--- src/rtl/msp_pkg.sv ---
/*
  Shared constants for the motion sensor serial port: command layout,
  byte size and the command spacing times with their cycle counts.
  Assumes a single 40 MHz clock shared by both ends.
*/
package msp_pkg;
  localparam int CLK_MHZ = 40;
  localparam int BYTE_BITS = 8;
  localparam int DIR_BIT = 7;
  localparam logic DIR_WRITE = 1'b1;
  localparam int ADDR_BITS = 7;
  // Register addresses inside the sensor model
  localparam logic [6:0] ADDR_MOTION = 7'h02;
  localparam logic [6:0] ADDR_DELTA_X = 7'h03;
  localparam logic [6:0] ADDR_DELTA_Y = 7'h04;
  localparam logic [6:0] ADDR_SOFT_RESET = 7'h3a;
  localparam logic [6:0] ADDR_SHUTDOWN = 7'h3b;
  localparam logic [7:0] SOFT_RESET_KEY = 8'h5a;
  localparam logic [7:0] SHUTDOWN_KEY = 8'he7;
  localparam logic [7:0] MOTION_FLAG_RESET = 8'h80;
  // Timing in natural units
  localparam int WRITE_WRITE_GAP_US = 30;
  localparam int WRITE_READ_GAP_US = 20;
  localparam int READ_NEXT_GAP_NS = 500;
  localparam int READ_ADDR_DATA_GAP_US = 4;
  localparam int BURST_EXIT_TIME_NS = 500;
  localparam int WRITE_CS_HOLD_US = 20;
  localparam int RESET_TO_VALID_TIME_MS = 23;
  localparam int SCLK_HALF_NS = 500;
  // Cycle counts, least times rounded up
  localparam int WRITE_WRITE_GAP_CYC = WRITE_WRITE_GAP_US * CLK_MHZ;
  localparam int WRITE_READ_GAP_CYC = WRITE_READ_GAP_US * CLK_MHZ;
  localparam int READ_NEXT_GAP_CYC = (READ_NEXT_GAP_NS * CLK_MHZ + 999) / 1000;
  localparam int READ_ADDR_DATA_GAP_CYC = READ_ADDR_DATA_GAP_US * CLK_MHZ;
  localparam int BURST_EXIT_TIME_CYC =
    (BURST_EXIT_TIME_NS * CLK_MHZ + 999) / 1000;
  localparam int WRITE_CS_HOLD_CYC = WRITE_CS_HOLD_US * CLK_MHZ;
  localparam int RESET_TO_VALID_TIME_CYC =
    RESET_TO_VALID_TIME_MS * 1000 * CLK_MHZ;
  localparam int SCLK_HALF_CYC = (SCLK_HALF_NS * CLK_MHZ + 999) / 1000;
endpackage

--- src/rtl/msp_if.sv ---
/*
  Four-wire serial link between the master and the sensor.
  Assumes both ends run on the same clock; the bench resolves miso from
  its enable when the bus is shared.
*/
`timescale 1ns/1ps
interface msp_if;
  logic sclk;
  logic mosi;
  logic chip_select_n;
  logic miso_o;
  logic miso_oe;
  modport sensor (
    input sclk,
    input mosi,
    input chip_select_n,
    output miso_o,
    output miso_oe
  );
  modport master (
    output sclk,
    output mosi,
    output chip_select_n,
    input miso_o,
    input miso_oe
  );
endinterface

--- src/rtl/msp_sensor.sv ---
/*
  Sensor end of the serial port: command decode, small register set,
  motion indication, reset-to-valid timer and laser pulsing.
  Assumes sclk, mosi and chip_select_n are synchronous to clk and the
  master keeps the required command spacing.
*/
`timescale 1ns/1ps
module msp_sensor #(
  parameter int RESET_VALID_CYC = msp_pkg::RESET_TO_VALID_TIME_CYC,
  parameter int FRAME_CYC = 4000,
  parameter int FLASH_CYC = 40
) (
  // System
  input wire logic clk,
  input wire logic reset,
  // Serial link
  msp_if.sensor link,
  // Motion source
  input wire logic move_valid,
  input wire logic [7:0] move_dx,
  input wire logic [7:0] move_dy,
  // Status
  output logic motion_n,
  output logic laser_en_n,
  output logic motion_valid,
  output logic shutdown
);
  import msp_pkg::*;

  // Refuse a flash that does not fit in a frame, or a zero timer
  if (FLASH_CYC < 1 || FLASH_CYC >= FRAME_CYC ||
      RESET_VALID_CYC < 1) begin : g_bad_timing
    $error("msp_sensor: bad timing parameters");
  end

  logic sclk_d_reg;
  logic [2:0] bit_cnt_reg;
  logic phase_data_reg;
  logic [7:0] shift_reg;
  logic [7:0] cmd_reg;
  logic [7:0] tx_reg;
  logic miso_reg;
  logic miso_oe_reg;
  logic [7:0] dx_reg;
  logic [7:0] dy_reg;
  logic dx_read_reg;
  logic dy_read_reg;
  logic pending_reg;
  logic [31:0] valid_cnt_reg;
  logic [31:0] frame_cnt_reg;
  logic selected;
  logic rise;
  logic fall;
  logic byte_done;
  logic [7:0] rx_byte;
  logic wr_done;
  logic addr_done;
  logic [7:0] rd_data;

  assign selected = !link.chip_select_n;
  assign rise = selected && link.sclk && !sclk_d_reg;
  assign fall = selected && !link.sclk && sclk_d_reg;
  assign rx_byte = {shift_reg[6:0], link.mosi};
  assign byte_done = rise && bit_cnt_reg == 3'd7;
  assign addr_done = byte_done && !phase_data_reg;
  assign wr_done = byte_done && phase_data_reg &&
                   cmd_reg[DIR_BIT] == DIR_WRITE;

  always_ff @(posedge clk) begin
    if (reset) sclk_d_reg <= 1'b1;
    else sclk_d_reg <= link.sclk;
  end

  // Bit and byte framing; deselect clears everything
  always_ff @(posedge clk) begin
    if (reset || !selected) begin
      bit_cnt_reg <= 3'd0;
      phase_data_reg <= 1'b0;
      shift_reg <= 8'h00;
      cmd_reg <= 8'h00;
    end else if (rise) begin
      bit_cnt_reg <= bit_cnt_reg + 3'd1;
      shift_reg <= rx_byte;
      if (addr_done) begin
        cmd_reg <= rx_byte;
        phase_data_reg <= 1'b1;
      end else if (byte_done && cmd_reg[DIR_BIT] == DIR_WRITE) begin
        phase_data_reg <= 1'b0;
      end
    end
  end

  always_comb begin
    case (rx_byte[6:0])
      ADDR_MOTION: rd_data = {pending_reg, 7'h00};
      ADDR_DELTA_X: rd_data = dx_reg;
      ADDR_DELTA_Y: rd_data = dy_reg;
      default: rd_data = 8'h00;
    endcase
  end

  // Data latched at address end, shifted on falling edges
  always_ff @(posedge clk) begin
    if (reset || !selected) begin
      tx_reg <= 8'h00;
      miso_reg <= 1'b0;
      miso_oe_reg <= 1'b0;
    end else begin
      miso_oe_reg <= 1'b1;
      if (addr_done && rx_byte[DIR_BIT] != DIR_WRITE) begin
        tx_reg <= rd_data;
      end else if (fall && phase_data_reg &&
                   cmd_reg[DIR_BIT] != DIR_WRITE) begin
        miso_reg <= tx_reg[7];
        tx_reg <= {tx_reg[6:0], 1'b0};
      end
    end
  end
  assign link.miso_o = miso_reg;
  assign link.miso_oe = miso_oe_reg;

  // Motion accumulation and pending flag; new motion wins over clear
  always_ff @(posedge clk) begin
    if (reset) begin
      dx_reg <= 8'h00;
      dy_reg <= 8'h00;
      dx_read_reg <= 1'b0;
      dy_read_reg <= 1'b0;
      pending_reg <= 1'b0;
    end else begin
      if (addr_done && rx_byte[DIR_BIT] != DIR_WRITE) begin
        if (rx_byte[6:0] == ADDR_DELTA_X) dx_read_reg <= 1'b1;
        if (rx_byte[6:0] == ADDR_DELTA_Y) dy_read_reg <= 1'b1;
      end
      if (move_valid && motion_valid && !shutdown) begin
        dx_reg <= dx_reg + move_dx;
        dy_reg <= dy_reg + move_dy;
        pending_reg <= 1'b1;
        dx_read_reg <= 1'b0;
        dy_read_reg <= 1'b0;
      end else if ((dx_read_reg && dy_read_reg) ||
                   (wr_done && cmd_reg[6:0] == ADDR_MOTION)) begin
        pending_reg <= 1'b0;
        dx_reg <= 8'h00;
        dy_reg <= 8'h00;
        dx_read_reg <= 1'b0;
        dy_read_reg <= 1'b0;
      end
    end
  end

  always_ff @(posedge clk) begin
    if (reset) motion_n <= 1'b1;
    else motion_n <= !pending_reg;
  end

  // Shutdown and reset-to-valid timer
  always_ff @(posedge clk) begin
    if (reset) begin
      shutdown <= 1'b0;
      valid_cnt_reg <= 32'd0;
      motion_valid <= 1'b0;
    end else if (wr_done && cmd_reg[6:0] == ADDR_SOFT_RESET &&
                 rx_byte == SOFT_RESET_KEY) begin
      shutdown <= 1'b0;
      valid_cnt_reg <= 32'd0;
      motion_valid <= 1'b0;
    end else if (wr_done && cmd_reg[6:0] == ADDR_SHUTDOWN &&
                 rx_byte == SHUTDOWN_KEY) begin
      shutdown <= 1'b1;
      motion_valid <= 1'b0;
    end else if (!shutdown && !motion_valid) begin
      if (valid_cnt_reg == 32'(RESET_VALID_CYC - 1)) motion_valid <= 1'b1;
      else valid_cnt_reg <= valid_cnt_reg + 32'd1;
    end
  end

  // Laser flashes briefly at the start of each frame
  always_ff @(posedge clk) begin
    if (reset) begin
      frame_cnt_reg <= 32'd0;
      laser_en_n <= 1'b1;
    end else if (shutdown) begin
      frame_cnt_reg <= 32'd0;
      laser_en_n <= 1'b1;
    end else begin
      if (frame_cnt_reg == 32'(FRAME_CYC - 1)) frame_cnt_reg <= 32'd0;
      else frame_cnt_reg <= frame_cnt_reg + 32'd1;
      laser_en_n <= !(frame_cnt_reg < 32'(FLASH_CYC));
    end
  end
endmodule

--- src/flat_wrapper.sv ---
// flat-port wrapper written by rule: the top's interface ports become plain ports
module msp_sensor_flat import msp_pkg::*;
#(
  parameter int RESET_VALID_CYC = msp_pkg::RESET_TO_VALID_TIME_CYC,
  parameter int FRAME_CYC = 4000,
  parameter int FLASH_CYC = 40
)
  (clk, reset, move_valid, move_dx, move_dy, motion_n, laser_en_n, motion_valid, shutdown, link_sclk, link_mosi, link_chip_select_n, link_miso_o, link_miso_oe);
  msp_if link_i ();
  input wire logic clk;
  input wire logic reset;
  input wire logic move_valid;
  input wire logic [7:0] move_dx;
  input wire logic [7:0] move_dy;
  output logic motion_n;
  output logic laser_en_n;
  output logic motion_valid;
  output logic shutdown;
  input wire logic [$bits(link_i.sclk)-1:0] link_sclk;
  input wire logic [$bits(link_i.mosi)-1:0] link_mosi;
  input wire logic [$bits(link_i.chip_select_n)-1:0] link_chip_select_n;
  output wire logic [$bits(link_i.miso_o)-1:0] link_miso_o;
  output wire logic [$bits(link_i.miso_oe)-1:0] link_miso_oe;
  assign link_i.sclk = link_sclk;
  assign link_i.mosi = link_mosi;
  assign link_i.chip_select_n = link_chip_select_n;
  assign link_miso_o = link_i.miso_o;
  assign link_miso_oe = link_i.miso_oe;
  msp_sensor #(.RESET_VALID_CYC(RESET_VALID_CYC), .FRAME_CYC(FRAME_CYC), .FLASH_CYC(FLASH_CYC)) u_core (.clk(clk), .reset(reset), .link(link_i), .move_valid(move_valid), .move_dx(move_dx), .move_dy(move_dy), .motion_n(motion_n), .laser_en_n(laser_en_n), .motion_valid(motion_valid), .shutdown(shutdown));
endmodule
--- config.mk ---
export PLATFORM = sky130hd
export DESIGN_NAME = msp_sensor_flat
export DESIGN_NICKNAME = d
export VERILOG_FILES = /design/src/rtl/msp_pkg.sv /design/src/rtl/msp_if.sv /design/src/rtl/msp_sensor.sv /design/src/flat_wrapper.sv
export SDC_FILE = /design/constraint.sdc
export NUM_CORES = 1
export LEC_CHECK = 0
export BUFFER_PORTS_ARGS = -buffer_cell sky130_fd_sc_hd__buf_2
export CORE_UTILIZATION = 45
export CTS_CLUSTER_SIZE = 8
export DETAILED_ROUTE_END_ITERATION = 8
export SKIP_LAST_GASP = 1
export SLEW_MARGIN = 20
export SYNTH_ARGS = -nofsm -noshare
export SYNTH_HDL_FRONTEND = slang
export SYNTH_SLANG_ARGS = --single-unit
--- constraint.sdc ---
create_clock -name clk -period 3 [get_ports clk]
set_input_delay 0.3 -clock clk [delete_from_list [all_inputs] [get_ports clk]]
set_output_delay 0.3 -clock clk [all_outputs]
set_load 0.01 [all_outputs]
==> results by group <==
Yosys
  • Number of synthesized register bits: 117
  • Post-synth top flop: dfxtp_1
  • Synth cell types: 56
  • Ys Warns: 0
  • Cell accounting for the most synthesized area: dfxtp_1
  • Post-Syn Area: slightly below 6000 sq um
  • Main combinational cell family by area after synthesis: simple AND/OR/NAND/NOR gates
  • Synth Instances: approximately 680
  • Mux contribution to synthesized area: 0.0527
  • Simple-gate portion of the synthesized area: 0.279
  • Number of synthesized flops with an enable pin: 0
  • Adder-Cell Fraction of Synth Area: 0.0448
  • Compound-Gate Fraction of Synth Area: 0.144
  • Synth area leaders: dfxtp_1, mux2i_1, nor2_1
  • Seq/Total Area, Yosys: 0.396
  • Most instantiated library cell after synthesis: dfxtp_1
  • Synth Area in XOR/XNOR: 0.0518
  • Post-synth top area share: 0.396
  • Asr flop ratio synth: 0
  • Syn Area/Cell: 8.76 sq um
  • Synth top cells by count: dfxtp_1, nor2_1, nand2_1
  • Post-synth net total: 717

Global routing
  • First-pass GRT wire length: 22.9 mm
  • Vias in the first global route: 4823
  • GRT overflow: 0
  • GRT Util Overall: 0.216
  • Largest net degree at the start of global routing: 51
  • Initial antenna violation count: 0

Place
  • Setup WS pre-CTS: 0.723 ns
  • IO buf count: 27
  • DP Cell Count: 852
  • RD Place Congestion: between 0.8 and 0.9
  • DP Wirelength: between 8 and 9 mm

Drt
  • M1 WL: about 6.6 mm
  • Antenna violation net count after detailed routing: 0
  • Initial DRC count: 380
  • Pre-Repair DR Iteration Count: 4
  • Vias: 5087
  • Routed met3 length: 389 um
  • WL per Instance: 15.0 um
  • Routed wl met2: 6.14 mm
  • Final WL: 13.3 mm
  • Drt via density: 5.75
  • DR DRC count: 0
  • DR top layer: met4

Clock tree
  • Root Driver: clkbuf_16
  • CTS tree: done
  • CTS clk-pin slew, worst paths: 0.05 ns
  • Cts hold-fix bufs: 0
  • Worst skew pair latency: slightly above 0.4 ns
  • CTS Buf Count: 17
  • CTS Buffer Depth: 2
  • Post-CTS Setup Inserts: 0
  • Resize count post-CTS: 0
  • CTS Sinks: 117
  • H-Tree Depth: 4

Hold path
  • Worst hold-check path type: input port to register
  • Worst hold start: link_sclk
  • Worst Hold Endpoint: u_core.sclk_d_reg$_SDFF_PP1_
  • Hold depth: 2

Outcome
  • Outcome: completed

Final layout
  • Final Core Density: 0.538
  • Final non-filler cell total: 884
  • Layout cell share with drive strength beyond 1: 0.112
  • Area delta synth->final: 15.6%
  • Net count, final: between 700 and 800
  • Antenna diode count: 0

Timing
  • Crit path time final: 2.32 ns
  • Worst setup margin: 0.682 ns
  • Least-Margin Pin Slew: around 0.67 ns
  • Period utilization: 0.773
  • Slew margin rel.: 0.549
  • Finish-stage setup viols: 0
  • Final hold vios: 0
  • Final Max Tran Viols: 0
  • RSZ-0062 raised after global routing: false
  • Fmax: 431 MHz
  • TNS Setup: 0 ns
  • Layout Skew: 0.00770 ns

Floorplanning
  • Core Area: ~13000 sq um
  • I/O pins: 28
  • Chip Height: 117 um
  • FP Rows: 41
  • Full die area: between 10000 and 15000 sq um
  • Initial core utilization: 0.465
  • Die Wd: 117 um

Setup path
  • FF-to-FF Start: u_core.bit_cnt_reg[0]$_SDFFE_PN0P_
  • Startpoint Class: register
  • Worst r2r dst: u_core.tx_reg[7]$_SDFFE_PN0P_
  • Critical path class: register to register
  • Crit path max fanout: 10
  • CP endpoint kind: register
  • Worst EP required: 3.33 ns
  • Reg2reg path depth: 7
  • Reg2Reg Setup Slack: 0.68 ns
  • Worst path arrival time: 2.65 ns

Pwr
  • Peak supply drop: a little under 0.4 mV
  • Pwr Total: 3.87 mW
  • Pwr dens: 566 nW/um^2
  • Leakage power: 2.66 nW

Job
  • Max Cap Viol: 0
==> critical path: stages, from the launching register on <==
cell       delay (ns)
dfxtp_1          0.34
ha_1             0.16
ha_1             0.22
nand4bb_4        0.16
or3_1            0.48
or3_1            0.53
a21o_1           0.21
a31oi_1          0.13
==> per-stage QoR <==
step | hold slack [ns] | cell area, sq um
4_1_cts | 0.141 | 6840
3_3_place_gp | 0.443 | 6200
6_report | 0.156 | 6840
3_5_place_dp | 0.448 | 6200
2_1_floorplan | 0.387 | 5910
5_1_grt | 0.162 | 6840
==> power by group <==
group | switching [mW] | internal, mW
logic | 0.0677 | 0.0454
registers | 0.00820 | 1.56
clock network | 0.714 | 1.47
total | 0.789 | 3.08
==> cell type report <==
cell class	instances	area, sq um
inverters	14	52.6
fillers	1228	5880
well taps	172	215
clock inverters	9	148
multi-input cells	513	3390
clock buffers	23	488
flip-flops and latches	117	2340
repair buffers	36	203
==> layout by cell type, fill, tap and decap left out, types with 5 or more instances in the layout <==
cell type,count
o211ai_1,5
o21ai_0,18
nand2_1,45
a22oi_1,8
nand4_1,18
inv_1,14
o31ai_1,17
and4_1,9
or3_1,10
dfxtp_1,117
ha_1,18
nor4_1,15
nor2_1,73
mux2i_1,30
a21o_1,9
buf_4,9
nand2b_1,13
xor2_1,21
xnor2_1,14
and3_1,10
a22o_1,8
buf_2,27
nand3_1,36
nor3_1,24
or4_1,21
a21oi_1,41
clkbuf_16,17
==> cells by family (layout without fill, tap and decap cells) <==
group / count (synthesis) / in the layout
buf+inv: 45 / 82
fa+ha+maj: 20 / 20
flops: 117 / 117
simple gates: 298 / 298
xor+xnor: 35 / 35
compound gates: 129 / 129
mux: 31 / 31
==> worst max-delay path by stage <==
stage                                             startpoint                                    end  slack, ns  cells past startpoint
after global placement    u_core.bit_cnt_reg[0]$_SDFFE_PN0P_          u_core.tx_reg[6]$_SDFFE_PN0P_       0.79                      7
after CTS                 u_core.bit_cnt_reg[0]$_SDFFE_PN0P_          u_core.tx_reg[7]$_SDFFE_PN0P_       0.69                      7
after detailed placement  u_core.bit_cnt_reg[0]$_SDFFE_PN0P_          u_core.tx_reg[2]$_SDFFE_PN0P_       0.72                      7
final                     u_core.bit_cnt_reg[0]$_SDFFE_PN0P_          u_core.tx_reg[7]$_SDFFE_PN0P_       0.68                      7
after global routing      u_core.bit_cnt_reg[0]$_SDFFE_PN0P_  u_core.valid_cnt_reg[17]$_SDFFE_PP0P_       0.48                      8
after floorplan           u_core.bit_cnt_reg[0]$_SDFFE_PN0P_          u_core.tx_reg[1]$_SDFFE_PN0P_       0.92                      9
==> routing by layer <==
layer / vias to the layer above / global-route usage
li1: 2554 / -
met2: 76 / 0.351
met1: 2441 / 0.277
met3: 16 / 0.0498
met5: - / 0
met4: 0 / 0.0852
No activity file was read; power rests on OpenSTA's default activity.
